**src/host_pin_cfg.svh**
```systemverilog
// Purpose: Offsets, field positions, reset values and counts for the pin mux
// Assumes: Included by bare name from every design file that needs it
// Notes:   Register bytes are 8 bits wide
`ifndef HOST_PIN_CFG_SVH
`define HOST_PIN_CFG_SVH

// Register offsets
`define PIN3_CFG_ADDR  8'h02
`define PIN0_CFG_ADDR  8'h05
`define HCLK_CFG_ADDR  8'h06
`define IRQ_MASK_ADDR  8'h90
`define IRQ_STAT_ADDR  8'hf8

// Pin configuration fields
`define PIN_SEL_MSB    7
`define PIN_SEL_LSB    3
`define PIN_MODE_MSB   1
`define PIN_MODE_LSB   0
`define MODE_INPUT     2'h1
`define MODE_OUT_HP    2'h3
`define PIN_CFG_WMASK  8'hfb
`define PIN3_RST       8'ha2
`define PIN2_RST       8'ha2
`define PIN1_RST       8'ha2
`define PIN0_RST       8'h0a

// Host clock configuration fields
`define HCLK_EN_BIT    7
`define TAIL_MSB       6
`define TAIL_LSB       5
`define XDIV_MSB       4
`define XDIV_LSB       1
`define RDIV_BIT       0
`define HCLK_RST       8'h00

// Tail lengths in host clock cycles
`define TAIL_LEN0      10'h000
`define TAIL_LEN1      10'h040
`define TAIL_LEN2      10'h100
`define TAIL_LEN3      10'h200

// RC divide-by-128: toggle every 64 RC edges
`define RC_TOGGLE_LAST 6'h3f

// Event positions
`define EV_READY       16
`define EV_TAIL        17
`define NUM_EVENTS     32

// Input function codes
`define NUM_IN_FUNCS   5
`define IN_TX_CMD      0
`define IN_RX_CMD      1
`define IN_TX_DATA     2
`define IN_WAKEUP      3
`define IN_DC_CLK      4

`endif

```
**src/host_pin_pkg.sv**
```systemverilog
// Purpose: Types shared by the pin mux and the host clock generator
// Assumes: Nothing beyond plain SystemVerilog
// Notes:   Numbers live in host_pin_cfg.svh
package host_pin_pkg;

  // Operating state reported by the radio controller
  typedef enum logic [2:0] {
    ST_SHUTDOWN,
    ST_STANDBY,
    ST_SLEEP,
    ST_READY,
    ST_TUNING,
    ST_RX,
    ST_TX
  } radio_state_type;

  // Internal signals offered to the output selectors
  typedef struct packed {
    logic       por;
    logic       wut_expired;
    logic       low_batt;
    logic       tx_data_clk;
    logic       tx_state;
    logic       txf_almost_empty;
    logic       txf_almost_full;
    logic       rx_data;
    logic       rx_clk;
    logic       rx_state;
    logic       rxf_almost_full;
    logic       rxf_almost_empty;
    logic       ant_switch;
    logic       preamble_valid;
    logic       sync_found;
    logic       carrier_sense;
    logic       trx_indicator;
    logic       ext_reg_en;
    logic [9:0] sm_cond;
  } core_status_type;

  // Input functions fed from the pins
  typedef struct packed {
    logic tx_cmd;
    logic rx_cmd;
    logic tx_data;
    logic ext_wakeup;
    logic dc_timing_clk;
  } pin_func_type;

  // One register access from the serial port
  typedef struct packed {
    logic       wr;
    logic       rd;
    logic [7:0] addr;
    logic [7:0] wdata;
  } reg_req_type;

endpackage

```
**src/host_pin_mux.sv**
```systemverilog
// Purpose: Four-pin multiplexer, event flags and host clock output
// Assumes: Register accesses arrive already decoded from the serial port
// Notes:   rc_clk_i and pin inputs are asynchronous and synchronised here
//
// Functional notes
// - Four pins, each configured on its own
// - Codes 0-3: irq, reset, wakeup, battery
// - Codes 4-8: transmit clock, state, FIFO, receive data
// - Codes 9-16: receive clock, state, FIFO, detectors
// - Codes 17-21: host clock, trx, high, low, ext reg enable
// - Codes 22-31: controller state conditions
// - Flags show events; host read clears
// - Mask bit zero blocks the interrupt
// - Ready flag on ready with crystal settled
// - Input codes 0-4 functions, rest unused
// - RC source in sleep, else crystal
// - Crystal ratio field selects sixteen divisions
// - Standby tail of 0/64/256/512 cycles
// - Interrupt when the standby tail starts
// - Source switch glitch-free on RC edge
// - Host clock depends on operating state
// - Clock config fields at bits 7..0
// - Pin config select 7:3, mode 1:0
`timescale 1ns/10ps
`default_nettype none
`include "host_pin_cfg.svh"

module host_pin_mux
#(
  parameter int NUM_PINS = 4  // Pin count
)
(
  // Clock, reset, enable
  input  wire logic                          clock_i,
  input  wire logic                          rstn_i,
  input  wire logic                          ce_i,
  // Register access
  input  wire host_pin_pkg::reg_req_type     reg_req_i,
  output logic [7:0]                         rdata_o,
  // Radio core
  input  wire host_pin_pkg::core_status_type core_i,
  input  wire host_pin_pkg::radio_state_type state_i,
  input  wire logic                          crystal_settled_i,
  input  wire logic [`NUM_EVENTS-1:0]        events_i,
  input  wire logic                          rc_clk_i,
  output host_pin_pkg::pin_func_type         func_o,
  output logic                               interrupt_request_n_o,
  // Pins
  input  wire logic [NUM_PINS-1:0]           pin_in_i,
  output logic [NUM_PINS-1:0]                pin_out_o,
  output logic [NUM_PINS-1:0]                pin_oe_n_o,
  output logic [NUM_PINS-1:0]                pin_high_drive_o
);
  import host_pin_pkg::*;

  // True when addr falls in the four-byte group at base
  function automatic logic in_group(input logic [7:0] addr, input logic [7:0] base);
    return addr[7:2] == base[7:2];
  endfunction

  // Reset release synchroniser
  logic rst_meta_q;
  logic rst_sync_q;
  wire  rstn = rst_sync_q;

  always_ff @(posedge clock_i or negedge rstn_i)
  begin
    if (!rstn_i)
    begin
      rst_meta_q <= 1'b0;
      rst_sync_q <= 1'b0;
    end
    else if (ce_i)
    begin
      rst_meta_q <= 1'b1;
      rst_sync_q <= rst_meta_q;
    end
  end

  // RC clock comes from another oscillator: two flops before use
  logic rc_meta_q;
  logic rc_sync_q;

  always_ff @(posedge clock_i or negedge rstn)
  begin
    if (!rstn)
    begin
      rc_meta_q <= 1'b0;
      rc_sync_q <= 1'b0;
    end
    else if (ce_i)
    begin
      rc_meta_q <= rc_clk_i;
      rc_sync_q <= rc_meta_q;
    end
  end

  // Configuration and flag storage
  logic [7:0]             pin_cfg_q [NUM_PINS];  // Per-pin select and mode
  logic [7:0]             hclk_cfg_q;            // Host clock configuration
  logic [`NUM_EVENTS-1:0] mask_q;                // Event masks
  logic [`NUM_EVENTS-1:0] status_q;              // Sticky event flags
  logic [`NUM_EVENTS-1:0] status_d;
  logic [7:0]             rdata_q;               // Read data
  logic                   ready_prev_q;          // Ready condition last cycle
  logic                   irq_n_q;               // Registered request

  // Access decode
  wire       wr_hclk  = reg_req_i.wr & (reg_req_i.addr == `HCLK_CFG_ADDR);
  wire       mask_hit = in_group(reg_req_i.addr, `IRQ_MASK_ADDR);
  wire       stat_hit = in_group(reg_req_i.addr, `IRQ_STAT_ADDR);
  // Byte at the group base holds the top eight flags
  wire [1:0] byte_sel = 2'h3 - reg_req_i.addr[1:0];
  wire       pin_hit  = reg_req_i.addr >= `PIN3_CFG_ADDR && reg_req_i.addr <= `PIN0_CFG_ADDR;
  // Lowest offset holds the highest-numbered pin
  wire [7:0] pin_off  = 8'(`PIN0_CFG_ADDR - reg_req_i.addr);

  // Host clock generator
  logic host_clk;
  logic tail_start;

  host_clock_gen u_clock_gen (
    .clock_i      (clock_i),
    .rstn_i       (rstn),
    .ce_i         (ce_i),
    .rc_level_i   (rc_sync_q),
    .state_i      (state_i),
    .cfg_i        (hclk_cfg_q),
    .host_clk_o   (host_clk),
    .tail_start_o (tail_start)
  );

  // Ready event on each entry into ready with crystal settled
  wire ready_cond = (state_i == ST_READY) & crystal_settled_i;
  wire ready_ev   = ready_cond & ~ready_prev_q;

  // Controller events merged with the two raised here
  wire [`NUM_EVENTS-1:0] ev_set = {events_i[`NUM_EVENTS-1:`EV_TAIL+1], tail_start,
                                   ready_ev, events_i[`EV_READY-1:0]};

  // Bytes cleared by a host read of the flag group
  wire [`NUM_EVENTS-1:0] ev_clr = (reg_req_i.rd && stat_hit) ?
                                  (`NUM_EVENTS'(8'hff) << {byte_sel, 3'h0}) : '0;

  // Set beats clear so no event is lost in the read cycle
  always_comb
  begin
    status_d = (status_q & ~ev_clr) | ev_set;
  end

  // Masked flags drive the active-low request
  wire irq_n_d = ~|(status_q & mask_q);

  // Clock configuration, masks and flags
  always_ff @(posedge clock_i or negedge rstn)
  begin
    if (!rstn)
    begin
      hclk_cfg_q   <= `HCLK_RST;
      mask_q       <= '0;
      status_q     <= '0;
      ready_prev_q <= 1'b0;
      irq_n_q      <= 1'b1;
    end
    else if (ce_i)
    begin
      ready_prev_q <= ready_cond;
      status_q     <= status_d;
      irq_n_q      <= irq_n_d;
      if (wr_hclk)
        hclk_cfg_q <= reg_req_i.wdata;
      if (reg_req_i.wr && mask_hit)
        mask_q[{byte_sel, 3'h0} +: 8] <= reg_req_i.wdata;
    end
  end

  // Read mux; unmapped offsets read as zero
  logic [7:0] rd_val;

  always_comb
  begin
    rd_val = 8'h00;
    if (pin_hit)
      rd_val = pin_cfg_q[pin_off[1:0]];
    else if (reg_req_i.addr == `HCLK_CFG_ADDR)
      rd_val = hclk_cfg_q;
    else if (mask_hit)
      rd_val = mask_q[{byte_sel, 3'h0} +: 8];
    else if (stat_hit)
      rd_val = status_q[{byte_sel, 3'h0} +: 8];
  end

  // Read data held until the next read
  always_ff @(posedge clock_i or negedge rstn)
  begin
    if (!rstn)
      rdata_q <= 8'h00;
    else if (ce_i && reg_req_i.rd)
      rdata_q <= rd_val;
  end

  // Signals offered to output selectors, code n at bit n
  wire [31:0] out_vec = {
    core_i.sm_cond,
    core_i.ext_reg_en,
    1'b0,
    1'b1,
    core_i.trx_indicator,
    host_clk,
    core_i.carrier_sense,
    core_i.sync_found,
    core_i.preamble_valid,
    core_i.ant_switch,
    core_i.rxf_almost_empty,
    core_i.rxf_almost_full,
    core_i.rx_state,
    core_i.rx_clk,
    core_i.rx_data,
    core_i.txf_almost_full,
    core_i.txf_almost_empty,
    core_i.tx_state,
    core_i.tx_data_clk,
    core_i.low_batt,
    core_i.wut_expired,
    ~core_i.por,
    irq_n_q
  };

  // Per-pin synchronised input, gated by input mode
  logic [NUM_PINS-1:0] in_act;
  // Per-function, per-pin selection hits
  logic [NUM_PINS-1:0] func_hit [`NUM_IN_FUNCS];

  // Reset values: pin0 has its own, pins 1 to 3 share one
  localparam logic [7:0] PIN_RST [4] = '{`PIN0_RST, `PIN1_RST, `PIN2_RST, `PIN3_RST};

  // One slice per pin, each with its own configuration
  for (genvar p = 0; p < NUM_PINS; p++)
  begin : g_pin
    logic       meta_q;   // First synchroniser stage
    logic       sync_q;   // Second synchroniser stage
    logic       out_q;    // Registered pin level
    wire  [4:0] sel  = pin_cfg_q[p][`PIN_SEL_MSB:`PIN_SEL_LSB];
    wire  [1:0] mode = pin_cfg_q[p][`PIN_MODE_MSB:`PIN_MODE_LSB];
    wire        wr   = reg_req_i.wr & pin_hit & (pin_off == 8'(p));

    // Configuration register; reserved bit 2 stays zero
    always_ff @(posedge clock_i or negedge rstn)
    begin
      if (!rstn)
        pin_cfg_q[p] <= PIN_RST[p];
      else if (ce_i && wr)
        pin_cfg_q[p] <= reg_req_i.wdata & `PIN_CFG_WMASK;
    end

    // Pin level crosses in through two flops
    always_ff @(posedge clock_i or negedge rstn)
    begin
      if (!rstn)
      begin
        meta_q <= 1'b0;
        sync_q <= 1'b0;
        out_q  <= 1'b0;
      end
      else if (ce_i)
      begin
        meta_q <= pin_in_i[p];
        sync_q <= meta_q;
        out_q  <= out_vec[sel];
      end
    end

    // Input only counts when the pin is in input mode
    assign in_act[p]           = (mode == `MODE_INPUT) & sync_q;
    // Output modes 10 and 11 drive; analog and input float
    assign pin_oe_n_o[p]       = ~mode[1];
    assign pin_high_drive_o[p] = mode == `MODE_OUT_HP;
    assign pin_out_o[p]        = out_q;

    // Codes 5..31 match no function and are ignored
    for (genvar f = 0; f < `NUM_IN_FUNCS; f++)
    begin : g_func
      assign func_hit[f][p] = in_act[p] & (sel == 5'(f));
    end
  end

  // Function levels: any pin selecting the function
  logic [`NUM_IN_FUNCS-1:0] func_lvl;
  for (genvar f = 0; f < `NUM_IN_FUNCS; f++)
  begin : g_lvl
    assign func_lvl[f] = |func_hit[f];
  end

  // Commands act on their rising edge
  logic         cmd_prev_q;   // Previous tx/rx command levels
  logic         rx_prev_q;
  pin_func_type func_q;       // Registered function outputs

  always_ff @(posedge clock_i or negedge rstn)
  begin
    if (!rstn)
    begin
      cmd_prev_q <= 1'b0;
      rx_prev_q  <= 1'b0;
      func_q     <= '0;
    end
    else if (ce_i)
    begin
      cmd_prev_q           <= func_lvl[`IN_TX_CMD];
      rx_prev_q            <= func_lvl[`IN_RX_CMD];
      func_q.tx_cmd        <= func_lvl[`IN_TX_CMD] & ~cmd_prev_q;
      func_q.rx_cmd        <= func_lvl[`IN_RX_CMD] & ~rx_prev_q;
      func_q.tx_data       <= func_lvl[`IN_TX_DATA];
      func_q.ext_wakeup    <= func_lvl[`IN_WAKEUP];
      func_q.dc_timing_clk <= func_lvl[`IN_DC_CLK];
    end
  end

  // Outputs
  assign func_o                = func_q;
  assign rdata_o               = rdata_q;
  assign interrupt_request_n_o = irq_n_q;

endmodule // host_pin_mux
`default_nettype wire

```
**src/host_clock_gen.sv**
```systemverilog
// Purpose: Divided host clock from crystal or RC, with standby tail
// Assumes: rc_level_i is already synchronised to clock_i
// Notes:   Edges of host_clk_o fall on clock_i edges only
`timescale 1ns/10ps
`default_nettype none
`include "host_pin_cfg.svh"

module host_clock_gen
(
  // Clock, reset, enable
  input  wire logic                   clock_i,
  input  wire logic                   rstn_i,
  input  wire logic                   ce_i,
  // Sources and control
  input  wire logic                   rc_level_i,
  input  wire host_pin_pkg::radio_state_type state_i,
  input  wire logic [7:0]             cfg_i,
  // Outputs
  output logic                        host_clk_o,
  output logic                        tail_start_o
);
  import host_pin_pkg::*;

  // Crystal period in clock_i cycles; 1 and 2/3 limited to fastest (2)
  localparam logic [7:0] XO_PER [16] = '{8'h02, 8'h02, 8'h02, 8'h03, 8'h04, 8'h06, 8'h08, 8'h0c,
                                         8'h10, 8'h18, 8'h24, 8'h30, 8'h40, 8'h60, 8'h80, 8'hc0};
  // Tail lengths by field code
  localparam logic [9:0] TAIL_TAB [4] = '{`TAIL_LEN0, `TAIL_LEN1, `TAIL_LEN2, `TAIL_LEN3};

  logic [7:0] xcnt_q;      // Crystal divider phase
  logic [5:0] rcnt_q;      // RC edge count
  logic       rdiv_q;      // RC divided by 128
  logic       rc_prev_q;   // Last RC level, for edge find
  logic       src_rc_q;    // Current source is RC
  logic [9:0] tail_q;      // Tail cycles still owed
  logic       stby_q;      // Was in standby last cycle
  logic       clk_q;       // Host clock flop
  logic       start_q;     // Tail start pulse

  wire        en       = cfg_i[`HCLK_EN_BIT];
  wire [7:0]  period   = XO_PER[cfg_i[`XDIV_MSB:`XDIV_LSB]];
  wire [7:0]  high_len = 8'((period + 8'h01) >> 1);
  wire        xo_out   = xcnt_q < high_len;
  wire        rc_rise  = rc_level_i & ~rc_prev_q;
  wire        rc_out   = cfg_i[`RDIV_BIT] ? rdiv_q : rc_level_i;
  wire        want_rc  = state_i == ST_SLEEP;
  wire        in_stby  = state_i == ST_STANDBY;
  wire        enter_sb = in_stby & ~stby_q;
  wire        active   = state_i inside {ST_READY, ST_TUNING, ST_RX, ST_TX, ST_SLEEP};
  // No clock in shutdown, tail only in standby
  wire        run      = en & (active | (in_stby & (tail_q != 10'h000)));
  wire        clk_d    = run & (src_rc_q ? rc_out : xo_out);
  wire [9:0]  tail_len = TAIL_TAB[cfg_i[`TAIL_MSB:`TAIL_LSB]];

  // Dividers free-run while enabled
  always_ff @(posedge clock_i or negedge rstn_i)
  begin
    if (!rstn_i)
    begin
      xcnt_q    <= 8'h00;
      rcnt_q    <= 6'h00;
      rdiv_q    <= 1'b0;
      rc_prev_q <= 1'b0;
    end
    else if (ce_i)
    begin
      rc_prev_q <= rc_level_i;
      xcnt_q    <= (!en || xcnt_q >= period - 8'h01) ? 8'h00 : xcnt_q + 8'h01;
      if (rc_rise)
      begin
        rcnt_q <= rcnt_q + 6'h01;
        if (rcnt_q == `RC_TOGGLE_LAST)
          rdiv_q <= ~rdiv_q;
      end
    end
  end

  // Source swap only on an RC rising edge, while output is low
  always_ff @(posedge clock_i or negedge rstn_i)
  begin
    if (!rstn_i)
      src_rc_q <= 1'b0;
    else if (ce_i && rc_rise && !clk_q && want_rc != src_rc_q)
      src_rc_q <= want_rc;
  end

  // Standby tail: load on entry, count host clock rising edges
  always_ff @(posedge clock_i or negedge rstn_i)
  begin
    if (!rstn_i)
    begin
      tail_q  <= 10'h000;
      stby_q  <= 1'b0;
      clk_q   <= 1'b0;
      start_q <= 1'b0;
    end
    else if (ce_i)
    begin
      stby_q  <= in_stby;
      clk_q   <= clk_d;
      start_q <= enter_sb;  // Warn the host as the tail begins
      if (enter_sb)
        tail_q <= tail_len;
      else if (in_stby && clk_d && !clk_q && tail_q != 10'h000)
        tail_q <= tail_q - 10'h001;
    end
  end

  assign host_clk_o   = clk_q;
  assign tail_start_o = start_q;

endmodule // host_clock_gen
`default_nettype wire

```
**config.mk**
```make
export PLATFORM = sky130hd
export DESIGN_NAME = host_pin_mux
export DESIGN_NICKNAME = d
export VERILOG_FILES = /design/src/host_pin_pkg.sv /design/src/host_pin_mux.sv /design/src/host_clock_gen.sv
export VERILOG_INCLUDE_DIRS = /design/src
export SDC_FILE = /design/constraint.sdc
export NUM_CORES = 1
export LEC_CHECK = 0
export ABC_AREA = 1
export ABC_CLOCK_PERIOD_IN_PS = 6550
export BUFFER_PORTS_ARGS = -buffer_cell sky130_fd_sc_hd__buf_2
export CELL_PAD_IN_SITES_DETAIL_PLACEMENT = 1
export CELL_PAD_IN_SITES_GLOBAL_PLACEMENT = 1
export CORE_ASPECT_RATIO = 1.25
export CORE_UTILIZATION = 43
export CTS_CLUSTER_SIZE = 12
export DETAILED_ROUTE_END_ITERATION = 10
export GPL_TIMING_DRIVEN = 0
export PLACE_DENSITY_LB_ADDON = 0.25
export SLEW_MARGIN = 30
export SYNTH_ARGS = -nofsm -noshare
export SYNTH_HDL_FRONTEND = slang
export SYNTH_SLANG_ARGS = --single-unit
```
**constraint.sdc**
```tcl
create_clock -name clock_i -period 6.55 [get_ports clock_i]
set_input_delay 0.3275 -clock clock_i [delete_from_list [all_inputs] [get_ports clock_i]]
set_output_delay 0.3275 -clock clock_i [all_outputs]
set_load 0.1 [all_outputs]
```
## Word level (Yosys, flattened, before mapping)

Memories as Yosys holds them, arrays and structs flattened.
Index checks and enable logic that the tools add are counted.

| word-level totals | value |
|---|---|
| register bits | 163 |
| memory bits (read-only) | 128 |
| output and inout port bits | 26 |
| word-level logic and storage cells | 227 |
| memories kept | 1 |

Memory list:

| memory | words | width | rd ports | clocked after Yosys merged registers in | wr ports | line | source |
|---|---|---|---|---|---|---|---|
| (name not given) | 16 | 8 | 1 | 0 | 0 | host_clock_gen.sv:41 | `` wire [7:0] period = XO_PER[cfg_i[`XDIV_MSB:`XDIV_LSB]]; `` |

| cells by class | value |
|---|---|
| $add $sub $neg | 8 |
| $lt $le $gt $ge | 11 |
| equal/unequal tests | 38 |
| shifts and indexed selects | 5 |
| multiplexer cells | 27 |
| bitwise operators | 58 |
| reduce and logical (&&, ||, !) cells | 37 |

Operators by type and width:

| kind | number |
|---|---|
| two-way mux 8 bit | 9 |
| AND 32 bit | 2 |
| indexed part select 32 x 6 -> 8 bit | 2 |
| == test 5 x 2 -> 1 bit, second input constant | 8 |
| two-way mux 10 bit | 4 |
| AND 1 bit | 39 |
| bitwise mux 32 bit | 1 |
| two-way mux 32 bit | 1 |
| NOT 32 bit | 1 |
| OR 32 bit | 1 |
| OR reduction 32 bit | 1 |
| variable shift 8 x 7 -> 32 bit, first input constant | 1 |
| indexed part select 8 x 7 -> 32 bit | 1 |
| left shift 8 x 5 -> 32 bit, first input constant | 1 |
| < comparator 5 x 6 -> 1 bit, second input constant | 4 |
| binary-select mux 1 bit (select 5 bit) | 4 |
| binary-select mux 10 bit (select 2 bit) | 1 |
| == test 5 x 1 -> 1 bit, second input constant | 4 |
| == test 5 x 3 -> 1 bit, second input constant | 4 |
| logical NOT 5 bit | 4 |
| OR reduction 4 bit | 5 |
| == test 6 bit, second input constant | 3 |
| adder 8 x 1 -> 8 bit, second input constant | 2 |
| binary-select mux 8 bit (select 2 bit) | 1 |
| 35 further kinds | 80 |

## Longest topological paths before layout

Gate-level depths: netlist of the first run.

| depth | value |
|---|---|
| depth in word-level cells | 13 |
| depth in mapped cells | 22 |
| mapped depth without buffers | 22 |

## Hierarchy

From an unflattened synthesis of the first run, not the netlist that was laid out.

| second synthesis, totals | value |
|---|---|
| cells, all modules | 1595 |
| area, all modules | 10831.6 µm² |

By module, submodules not included:

| module | instances | cells an instance | area each (µm²) | seq. area each (µm²) |
|---|---|---|---|---|
| host_pin_mux | 1 | 1305 | 8680.8 | 3343.2 |
| host_clock_gen | 1 | 290 | 2150.8 | 750.7 |

## Worst setup path after synthesis of the first run

OpenSTA, ideal clock, no wires.

| timing | value |
|---|---|
| path kind | register -> register |
| start | reg rst_sync_q (netlist name) |
| end | reg rst_sync_q |
| setup time | 0.080 ns |
| arrival | 4.036 ns |
| required time | 6.470 ns |
| slack | 2.434 ns |
| stages on the path, launching flop included | 3 |
| path buffers | 0 |
| cells stage by stage | dfrtp_1 > nand2_1 > nand2_1 |

RTL lines:

| item | line | source |
|---|---|---|
| to (signal assigned) | host_pin_mux.sv:76 | `rst_sync_q <= rst_meta_q;` |
| to (decl) | host_pin_mux.sv:63 | `logic rst_sync_q;` |

## Worst setup path in the final report of the first run

| timing | value |
|---|---|
| start | reg hclk_cfg_q[2] |
| end | reg u_clock_gen.tail_q[1] |

| on the way | value |
|---|---|
| longest elaborated chain between the ends | 13 |

RTL lines:

| item | line | source |
|---|---|---|
| from (decl) | host_pin_mux.sv:100 | `logic [7:0] hclk_cfg_q;` |
| from (signal assigned) | host_pin_mux.sv:159 | `` hclk_cfg_q <= `HCLK_RST; `` |
| from (signal assigned) | host_pin_mux.sv:171 | `hclk_cfg_q <= reg_req_i.wdata;` |
| NOT 4 -> 5 bit | host_clock_gen.sv:41 |  |
| memory (16 x 8 bit) | -- |  |
| two-way mux 8 bit (2 in a row) | host_clock_gen.sv:41 |  |
| adder 8 x 1 -> 8 bit | host_clock_gen.sv:42 | `wire [7:0] high_len = 8'((period + 8'h01) >> 1);` |
| < comparator 8 x 7 -> 1 bit | host_clock_gen.sv:43 | `wire xo_out = xcnt_q < high_len;` |
| two-way mux 1 bit | host_clock_gen.sv:52 | `wire clk_d = run & (src_rc_q ? rc_out : xo_out);` |
| AND 1 bit | host_clock_gen.sv:52 |  |
| logical AND 1 bit (3 in a row) | host_clock_gen.sv:104 | `else if (in_stby && clk_d && !clk_q && tail_q != 10'h000)` |
| nonzero test 2 bit (no source line) | -- |  |
| AND reduction 2 bit (no source line) | -- |  |
| to (signal assigned) | host_clock_gen.sv:103 | `tail_q <= tail_len;` |
| to (signal assigned) | host_clock_gen.sv:105 | `tail_q <= tail_q - 10'h001;` |
| to (decl) | host_clock_gen.sv:35 | `logic [9:0] tail_q;` |

Every way passes these cells. The select of a mux whose other input is x is not followed.
A chain may end at the register's enable or synchronous reset.

==> results of run 1 <==
[sequential cells by signal, indices dropped and copies added (netlist names), 4 cells and up]
name,count
hclk_cfg_q,8
u_clock_gen.rcnt_q,6
u_clock_gen.tail_q,10
g_pin.meta_q,4
u_clock_gen.xcnt_q,8
g_pin.sync_q,4
status_q,32
rdata_o,8
g_pin.out_q,4
func_o,5
mask_q,32
g_pin.sel,20
g_pin.mode,8
[cell usage after synthesis, types with 2 or more instances]
| cell type | count |
|---|---|
| o21ai_1 | 5 |
| buf_1 | 5 |
| a41oi_1 | 3 |
| o211ai_1 | 4 |
| nor2_1 | 102 |
| o22ai_1 | 6 |
| nand3_1 | 110 |
| nand2_1 | 472 |
| nor2_2 | 4 |
| ha_1 | 30 |
| xor2_1 | 10 |
| a211oi_1 | 2 |
| xnor2_1 | 7 |
| nand4_1 | 41 |
| o21ai_0 | 157 |
| nand3b_1 | 2 |
| inv_2 | 3 |
| dfrtp_1 | 151 |
| buf_4 | 6 |
| o21a_1 | 3 |
| nor2_4 | 7 |
| a221oi_1 | 6 |
| a21oi_1 | 64 |
| dfstp_2 | 12 |
| or2_2 | 2 |
| inv_1 | 144 |
| nand2_2 | 6 |
| nor3_1 | 10 |
| a22oi_1 | 17 |
| buf_2 | 7 |
| clkbuf_1 | 29 |
[cell families (layout without fill, tap and decap cells)]
kind of cell	Yosys count	count (layout)	share of synthesized area (%)
buffers and inverters	196	346	7.621
muxes	1	1	0.1108
AOI/OAI and AO/OA	274	274	14.81
other	0	1	0
DFF	163	163	40.29
and+or+nand+nor	761	761	32.01
adders and majority gates	30	30	3.694
xor gates and xnor gates	17	17	1.465
[tightest hold or removal path, cell delays in order]
cell and delay (ns):
buf_2 0.07, nand2_1 0.04, nand2_1 0.05
[routing by layer]
layer  vias to the layer above  share of wire, %  routed length [um]
met5                         -                 0                   0
met4                         0               3.4                1310
met3                        78               4.3                1655
met2                       306                50               19180
met1                      5297                42               16210
li1                       5022                 -                   -
[power by group through the flow]
stage	Sequential (mW)	Clock (mW)	Combinational (mW)
floorplan	1.16	0	0.251
global route	1.14	1.10	0.493
CTS	1.13	1.06	0.441
global placement	1.17	0	0.378
detailed placement	1.15	0	0.435
finish	1.13	1.06	0.439
[layout make-up]
cell class | instances | share of cell area, %
Clock inverter | 15 | 1.464
Clock buffer | 17 | 3.606
Antenna cell | 1 | 0.02121
Buffer | 48 | 1.856
Multi-Input combinational cell | 1083 | 44.87
Timing Repair Buffer | 118 | 5.685
Tap cell | 288 | 3.054
Sequential cell | 163 | 34.73
Inverter | 148 | 4.709
[how the worst max path moves through the flow]
| stage | from | to | slack, ns |
|---|---|---|---|
| 3_3_place_gp | rst_sync_q | u_clock_gen.tail_q[2] | -0.47 |
| 4_1_cts | hclk_cfg_q[2] | u_clock_gen.tail_q[1] | 3.17 |
| 3_5_place_dp | reg_req_i[8] | hclk_cfg_q[7] | 2.94 |
| 6_report | hclk_cfg_q[2] | u_clock_gen.tail_q[1] | 3.18 |
| 2_1_floorplan | rst_sync_q | cmd_prev_q | 1.67 |
| 5_1_grt | hclk_cfg_q[2] | u_clock_gen.tail_q[1] | 2.84 |
[cell usage in the layout, fill, tap and decap left out, types with 2 or more instances in the layout]
cell type,synthesis,layout
ha_1,30,30
xnor2_1,7,7
o211ai_1,4,4
nand2_2,6,6
o21ai_0,157,157
nand4_1,41,41
or2_2,2,2
nor3_1,10,10
nand3_1,110,110
a22oi_1,17,17
clkinv_4,0,3
o21ai_1,5,5
inv_6,0,6
clkbuf_1,29,29
buf_1,5,5
a41oi_1,3,3
nor2_2,4,4
dfrtp_1,151,150
buf_2,7,120
nand2_1,472,472
a221oi_1,6,6
a211oi_1,2,2
clkinv_2,0,2
buf_12,0,2
clkbuf_16,0,17
xor2_1,10,10
nor2_1,102,102
o21a_1,3,3
o22ai_1,6,6
inv_2,3,3
bufinv_16,0,2
a21oi_1,64,64
nor2_4,7,7
inv_1,144,144
nand3b_1,2,2
buf_4,6,6
buf_16,0,2
dfstp_2,12,12
[metrics by stage]
stage,area (um^2),power [mW]
2_1_floorplan,10160,1.416
3_3_place_gp,11090,1.548
3_5_place_dp,11190,1.581
4_1_cts,11800,2.635
5_1_grt,11800,2.733
6_report,11800,2.628
==> reports/metrics.csv, run 1 <==
metric;value;unit
r2r_slack;3.18;ns
ys_seq_elements;163;
post-place-ws;2.939;ns
grt_use_met2;57.56;%
power_frac_seq;43.0;%
syn2layout_area_growth;16.09;%
synth_edf_count;0;
fill_cells;3036;
via_per_inst;5.690;
crit_path_frequent_cell;nand2_1;
pwr-share-clk;40.3;%
fin_nets;1699;
switchingPower;0.8417;mW
slowest_delay;0.51;ns
avgSynthCellArea;7.047;um^2
holdPathEnd;status_q[25];
synth_area_leaders;dfrtp_1 (37%), nand2_1 (17%), o21ai_0 (7.7%);
cp.depth;19;
worst-setup-path-type;reg2reg;
start_kind;register;
io-pin-count;116;
synthArstFlopShare;100.0;%
ant_nets;0;
rsz0062_at_grt;false;
synth_top_area_share;37.18;%
cp_max_fo;10;
period_share;51.48;%
wl_per_cell;20.39;um
cts_hold_buf;1;
slew_headroom;41.92;%
clock.fmax;296.6;MHz
antenna_found_initial;1;
syn-cell-area;0.01016;mm^2
clock_latency;0.45;ns
gp_congestion;0.9561;
ys_types;46;
hold_violations;0;
path_cells;inv_1, nor2_1, nor2_1, a211oi_1, nand2_1, nor2_1, a21oi_1, ha_1, nand2_1, inv_1, nand2_1, nand2_1, nand2_1, nand2_1, nand2_1, nand3_1, clkbuf_1, nand3_1, nand2_1;
post-route-util;51.03;%
comb_power_share;16.7;%
io_buffers;113;
rows;62;
crit_family;simple AND/OR/NAND/NOR gates;
path_buf_inv;3;
initial_core_util;43.96;%
holdCritPathClass;in2reg;
finalSetupTns;0;ns
cts.repair.resized;0;
ys_seq_area_share;40.29;%
grtUsageMet3;5.028;%
hold_depth;3;
gr-max-usage-layer;met2;
setup_violations;0;
clock_skew;0.01153;ns
drt_wl_total;38360;um
yosys.area.top_type;dfrtp_1;
max-cap-violations;0;
htreeDepth;4;
p_leak;5.914;nW
synthesis.nets;1562;
dr.pass1.iters;5;
crit_path_top_delay_cell;a211oi_1;
grt_pass1_wl;60820;um
clkSinkCount;163;
clock_path_buffers;2;
via_count;10700;
seqCellArea;0.004098;mm^2
core_area;0.02312;mm^2
required;6.94;ns
end_kind;register;
die_h;173.9;um
rr_startpoint;hclk_cfg_q[2];
path_clk_slew;0.08;ns
overflow;0;
final.min_clock_period;3.372;ns
r2r-end;u_clock_gen.tail_q[1];
cp.arrival;3.76;ns
multi_input_area;0.005294;mm^2
p_int;1.786;mW
holdWs;0.07082;ns
slew_violations;0;
post-cts-setup-buffers;0;
layout.cells.non_filler;1881;
yosys_warnings;0;
grt_use_total;32.98;%
peakVddDrop;0.2209;mV
die_area;0.02426;mm^2
hold_start;events_i[25];
route.detailed.drc;0;
layout-drive-gt1-share;12.81;%
dominantRegCellSynth;dfrtp_1;
cts-buffers-inserted;17;
ctsRootBufferMaster;clkbuf_16;
swShare;32.03;%
chipWidth;139.5;um
hpwl;29600;um
tightest_slew;0.8712;ns
pwr_density_cell;222.7;mW/mm^2
outcome;finished clean;
r2r.worst_path.cells;19;
place_inst;1847;
grt_pass1_vias;10850;
drt_iter0_drc;709;
grt_max_degree;47;
cts_tree;built;
use_met1;40.46;%
worst_slack;3.178;ns
synthCells;1442;
Note: power is estimated with default switching activity, not from simulation.
==> run 2: changes to the inputs <==
ABC_CLOCK_PERIOD_IN_PS = 3200   (was 6550)
clock period = 3.2 ns   (was 6.55 ns; I/O delays follow)
==> reports/metrics.csv, run 2 (synthesis results as in run 1) <==
metric;value;unit;change
syn2layout_area_growth;19.35;%;was 16.09%
clock.fmax;337.7;MHz;was 296.6 MHz
grt_use_total;33.65;%;was 32.98%
start_kind;register;;unchanged
die_area;0.02426;mm^2;unchanged
clock_path_buffers;2;;unchanged
peakVddDrop;0.3609;mV;was 0.2209 mV
rsz0062_at_grt;false;;unchanged
grt_max_degree;48;;was 47
hold_depth;3;;unchanged
cts_tree;built;;unchanged
antenna_found_initial;0;;was 1
rr_startpoint;hclk_cfg_q[3];;was hclk_cfg_q[2]
cp.arrival;3.31;ns;was 3.76 ns
pwr_density_cell;438.6;mW/mm^2;was 222.7 mW/mm^2
period_share;92.53;%;was 51.48%
drt_iter0_drc;723;;was 709
post-cts-setup-buffers;0;;unchanged
hpwl;29650;um;was 29600 um
wl_per_cell;20.65;um;was 20.39 um
cp_max_fo;10;;unchanged
io_buffers;113;;unchanged
hold_violations;0;;unchanged
holdPathEnd;u_clock_gen.rc_prev_q;;was status_q[25]
clock_skew;0.01172;ns;was 0.01153 ns
holdCritPathClass;in2reg;;unchanged
slew_headroom;42.55;%;was 41.92%
worst_slack;0.2392;ns;was 3.178 ns
path_clk_slew;0.08;ns;about the same
setup_violations;0;;unchanged
hold_start;ce_i;;was events_i[25]
clkSinkCount;163;;unchanged
end_kind;register;;unchanged
slew_violations;0;;unchanged
route.detailed.drc;0;;unchanged
core_area;0.02312;mm^2;unchanged
r2r-end;u_clock_gen.tail_q[4];;was u_clock_gen.tail_q[1]
die_h;173.9;um;unchanged
place_area;0.01117;mm^2;was 0.01119 mm^2
ctsRootBufferMaster;clkbuf_16;;unchanged
overflow;0;;unchanged
via_count;10950;;was 10700
cts-buffers-inserted;17;;unchanged
htreeDepth;4;;unchanged
outcome;finished clean;;unchanged
final.min_clock_period;2.961;ns;was 3.372 ns
fin_nets;1734;;was 1699
io-pin-count;116;;unchanged
tightest_slew;0.8618;ns;was 0.8712 ns
ant_nets;0;;unchanged
max-cap-violations;0;;unchanged
post-route-cell-area;0.01213;mm^2;was 0.01180 mm^2
p_leak;6.056;nW;was 5.914 nW
r2r.worst_path.cells;20;;was 19
post-place-ws;-0.3806;ns;was 2.939 ns
n_antenna_cell;0;;was 1
rows;62;;unchanged
layout-drive-gt1-share;12.85;%;was 12.81%
chipWidth;139.5;um;unchanged
r2r_slack;0.24;ns;was 3.18 ns
via_per_inst;5.716;;was 5.690
drt_wl_total;39540;um;was 38360 um
grt_pass1_wl;62330;um;was 60820 um
worst-setup-path-type;reg2reg;;unchanged
required;3.55;ns;was 6.94 ns
clock_latency;0.45;ns;about the same
dr.pass1.iters;5;;unchanged
crit_path_start;hclk_cfg_q[3];;was hclk_cfg_q[2]
layout_commonest_cell;nand2_1;;unchanged
initial_core_util;43.96;%;unchanged
gp_congestion;0.9645;;was 0.9561
mostFrequentLayoutCells;nand2_1 (471), o21ai_0 (157), dfrtp_1 (150);;was nand2_1 (472), o21ai_0 (157), dfrtp_1 (150)
grt_pass1_vias;11240;;was 10850
[run 2: area by class of cell]
cell class / instances / area (um^2)
inverters: 148 / 555.5
multi-input cells: 1083 / 5306
flip-flops and latches: 163 / 4098
fillers: 3042 / 10990
clock buffers: 17 / 425.4
repair buffers: 153 / 1011
plain buffers: 48 / 221.5
clock inverters: 15 / 151.4
well taps: 288 / 360.3
[run 2: how the worst max path moves through the flow]
stage / cells past startpoint / end / slack (ns)
floorplan: 0 / cmd_prev_q / 0.50
global placement: 0 / u_clock_gen.tail_q[2] / -0.66
detailed placement: 12 / hclk_cfg_q[6] / -0.38
CTS: 20 / u_clock_gen.tail_q[8] / 0.03
global route: 20 / u_clock_gen.tail_q[9] / 0.02
finish: 20 / u_clock_gen.tail_q[4] / 0.24
[run 2: critical path, cell delays in order, from the launching register on]
cell and delay [ns]:
dfrtp_1 0.36, clkbuf_1 0.21, nor2_2 0.20, inv_1 0.06, nor3_1 0.26, ha_1 0.28, nand2_1 0.08, nor2_1 0.11
a21oi_1 0.06, ha_1 0.29, nand2_1 0.07, inv_1 0.04, nand2_1 0.05, nand2_1 0.04, nand2_1 0.05, nand2_1 0.08
nand2_1 0.09, nand3_1 0.11, clkbuf_2 0.24, nand3_1 0.11, nand2_1 0.06
[run 2: power by group]
part / internal (mW) / total (mW) / switching (mW) / leakage [nW]
combinational: 0.323 / 0.915 / 0.592 / 3.88
sequential: 2.19 / 2.32 / 0.134 / 1.89
clock: 1.05 / 2.09 / 1.04 / 0.287
total: 3.56 / 5.32 / 1.77 / 6.06
[run 2: metal layers]
metal	wire, um	global-route usage [%]
met3	1721	4.116
met1	16260	40.94
met5	0	0
met4	1666	14.91
met2	19890	59.38
[run 2: what timing repair did]
action / CTS / global route
resized for setup: 1 / 7
hold endpoints to repair: 38 / 0
hold buffers: 37 / 0
endpoints found under the setup margin: 10 / 18
[run 2: metrics by stage]
step	cells	power (mW)	hold WS (ns)	TNS, ns	utilization (%)
floorplan	1442	2.898	-0.1356	0	-
global placement	1843	3.168	-0.05165	-97.50	47.97
detailed placement	1846	3.225	-0.05113	-2.948	48.31
CTS	1915	5.341	0.01110	0	52.42
global route	1915	5.576	0.02237	0	52.47
finish	1915	5.320	0.02398	0	52.47
==> run 3: changes to the inputs <==
ABC_AREA = default   (was 1)
CORE_UTILIZATION = 47   (was 43)
SLEW_MARGIN = 5   (was 30)
==> reports/metrics.csv, run 3 <==
metric;value;unit;change
hpwl;23220;um;was 29650 um
yosys-top-cells-count;dfrtp_1 (151), nand2_1 (124), mux4_2 (52), o21ai_0 (52), clkbuf_1 (42);;was nand2_1 (472), o21ai_0 (157), dfrtp_1 (151)
r2r-end;u_clock_gen.tail_q[5];;was u_clock_gen.tail_q[4]
crit_path_top_delay_cell;or4_1;;was dfrtp_1
gp_congestion;0.9577;;was 0.9645
start_kind;register;;unchanged
pwr_density_cell;434.6;mW/mm^2;was 438.6 mW/mm^2
end_kind;register;;unchanged
grt_max_degree;61;;was 48
path_clk_slew;0.07;ns;was 0.08 ns
syn-cell-area;0.009582;mm^2;was 0.01016 mm^2
io-pin-count;116;;unchanged
fin_nets;1169;;was 1734
syn2layout_area_growth;20.12;%;was 19.35%
synthesis.nets;1004;;was 1562
clock.fmax;345.4;MHz;was 337.7 MHz
clock_latency;0.43;ns;was 0.45 ns
crit_end;u_clock_gen.tail_q[5];;was u_clock_gen.tail_q[4]
period_share;90.48;%;was 92.53%
path_cells;clkbuf_2, a21oi_1, ha_1, xnor2_1, ha_1, o21ai_0, o21ai_0, a22oi_2, nand2_2, or4_1, nand2_1;;was clkbuf_1, nor2_2, inv_1, nor3_1, ha_1, nand2_1, nor2_1, a21oi_1, ha_1, nand2_1, inv_1, nand2_1, nand2_1, nand2_1, nand2_1, nand2_1, nand3_1, clkbuf_2, nand3_1, nand2_1
worst-setup-path-type;reg2reg;;unchanged
cp_max_fo;10;;unchanged
hold_violations;0;;unchanged
initial_core_util;47.84;%;was 43.96%
rsz0062_at_grt;false;;unchanged
slew_headroom;23.26;%;was 42.55%
ctsRootBufferMaster;clkbuf_16;;unchanged
final.min_clock_period;2.895;ns;was 2.961 ns
path_buf_inv;1;;was 4
synthArstFlopShare;100.0;%;unchanged
clock_skew;0.009707;ns;was 0.01172 ns
synth_edf_count;0;;unchanged
avgSynthCellArea;10.84;um^2;was 7.047 um^2
slew_violations;0;;unchanged
rr_startpoint;hclk_cfg_q[4];;was hclk_cfg_q[3]
clock_path_buffers;2;;unchanged
ys_seq_area_share;42.73;%;was 40.29%
yosys.area.top_type;dfrtp_1;;unchanged
cts_tree;built;;unchanged
cp.depth;11;;was 20
holdCritPathClass;in2async;;was in2reg
yosys_warnings;0;;unchanged
die_h;161.6;um;was 173.9 um
cts-buffers-inserted;17;;unchanged
grt_pass1_vias;8987;;was 11240
grt_pass1_wl;52070;um;was 62330 um
dominantRegCellSynth;dfrtp_1;;unchanged
overflow;0;;unchanged
holdWs;0.04071;ns;was 0.02398 ns
ant_nets;0;;unchanged
cp.arrival;3.27;ns;was 3.31 ns
via_count;8320;;was 10950
io_buffers;106;;was 113
r2r.worst_path.cells;11;;was 20
post-route-cell-area;0.01151;mm^2;was 0.01213 mm^2
synth_area_leaders;dfrtp_1 (39%), mux4_2 (12%), nand2_1 (4.9%);;was dfrtp_1 (37%), nand2_1 (17%), o21ai_0 (7.7%)
grt_use_total;33.55;%;was 33.65%
core_area;0.02003;mm^2;was 0.02312 mm^2
mostFrequentLayoutCells;dfrtp_1 (149), nand2_1 (123), buf_2 (108);;was nand2_1 (471), o21ai_0 (157), dfrtp_1 (150)
required;3.58;ns;was 3.55 ns
tightest_slew;1.141;ns;was 0.8618 ns
layout-drive-gt1-share;26.08;%;was 12.85%
via_per_inst;6.246;;was 5.716
slowest_delay;0.55;ns;was 0.36 ns
outcome;finished clean;;unchanged
layout_commonest_cell;dfrtp_1;;was nand2_1
synth_most_common_cell;dfrtp_1;;was nand2_1
r2r_slack;0.30;ns;was 0.24 ns
route.detailed.drc;0;;unchanged
clkSinkCount;163;;unchanged
setup_violations;0;;unchanged
p_leak;4.834;nW;was 6.056 nW
drt_wl_total;32960;um;was 39540 um
dr.pass1.iters;5;;unchanged
max-cap-violations;0;;unchanged
ys_types;69;;was 46
drt_iter0_drc;613;;was 723
ys_seq_elements;163;;unchanged
die_area;0.02096;mm^2;was 0.02426 mm^2
antenna_found_initial;0;;unchanged
post-route-util;57.46;%;was 52.47%
crit_path_start;hclk_cfg_q[4];;was hclk_cfg_q[3]
crit_family;compound AO/OA/AOI/OAI gates;;was simple AND/OR/NAND/NOR gates
chipWidth;129.7;um;was 139.5 um
place_area;0.01051;mm^2;was 0.01117 mm^2
htreeDepth;4;;unchanged
synth_top_area_share;39.44;%;was 37.18%
wl_per_cell;24.74;um;was 20.65 um
peakVddDrop;0.4068;mV;was 0.3609 mV
rows;58;;was 62
n_antenna_cell;0;;unchanged
synthCells;884;;was 1442
-- run 3: cell types whose count changed in the layout (fill, tap and decap cells not counted), sizes merged, moves of 52 or more --
cell   previous run  this run
nand2           479       128
o21ai           163        67
nor2            113        40
inv             159        29
nand3           111        25
mux4              0        52
-- run 3: through the flow --
stage                     setup WS [ns]  TNS (ns)  cells  power (mW)
after floorplan                  0.3029         0    884       2.635
after global routing            0.06078         0   1332       5.145
after CTS                       0.09825         0   1333       5.003
after global placement          -0.5927    -86.46   1260       2.818
final                            0.3045         0   1332       5.002
after detailed placement        -0.3298   -0.8694   1262       2.844
-- run 3: where the power goes --
group          leakage (nW)  switching, mW  internal [mW]
Clock                 0.296          0.926           1.21
Combinational          2.65          0.363          0.264
Sequential             1.89         0.0864           2.16
Total                  4.83           1.38           3.63
-- run 3: layer usage --
layer | share of wire, % | up-vias | track usage, % | wire, um
li1 | - | 3621 | - | -
met1 | 39 | 4245 | 41.51 | 12940
met2 | 50 | 349 | 55.42 | 16440
met3 | 5.5 | 105 | 5.730 | 1813
met4 | 5.4 | 0 | 18.50 | 1767
met5 | 0 | - | 0 | 0
-- run 3: cells by family after synthesis --
family,after synthesis,share of synthesized area [%]
flip-flops,163,42.73
adder cells (fa/ha/maj),30,3.917
AO/OA/AOI/OAI,204,14.19
AND/OR/NAND/NOR,275,13.96
XOR/XNOR,15,1.371
multiplexers,113,20.34
buffers and inverters,84,3.486
-- run 3: what timing repair did --
action / in CTS / in global routing
endpoints found under the setup margin: 8 / 8
gates resized for setup: 3 / 7
pin swaps: 1 / 1
gates cloned: 0 / 0
hold buffers: 37 / 0
buffers inserted: 2 / 0
hold endpoints to repair: 38 / 0
-- run 3: cell type report --
cell class	count	area (um^2)
plain buffers	57	236.5
well taps	270	337.8
multi-input cells	637	5165
inverters	26	97.59
repair buffers	147	970.9
clock buffers	19	452.9
fillers	2202	8519
clock inverters	13	150.1
flip-flops and latches	163	4099
-- run 3: worst min-delay path by stage --
| stage | start | end | cells after the start |
|---|---|---|---|
| detailed placement | rstn_i | rst_meta_q | 1 |
| floorplan | rstn_i | rst_meta_q | 0 |
| CTS | rstn_i | rst_sync_q | 2 |
| global placement | rstn_i | rst_meta_q | 1 |
| global route | rstn_i | rst_sync_q | 2 |
| finish | rstn_i | rst_sync_q | 2 |
-- run 3: worst reg2reg max path: stages (launching register included) --
cell	delay, ns
dfrtp_1	0.46
clkbuf_2	0.23
a21oi_1	0.26
ha_1	0.24
xnor2_1	0.13
ha_1	0.24
o21ai_0	0.14
o21ai_0	0.15
a22oi_2	0.25
nand2_2	0.14
or4_1	0.55
nand2_1	0.08
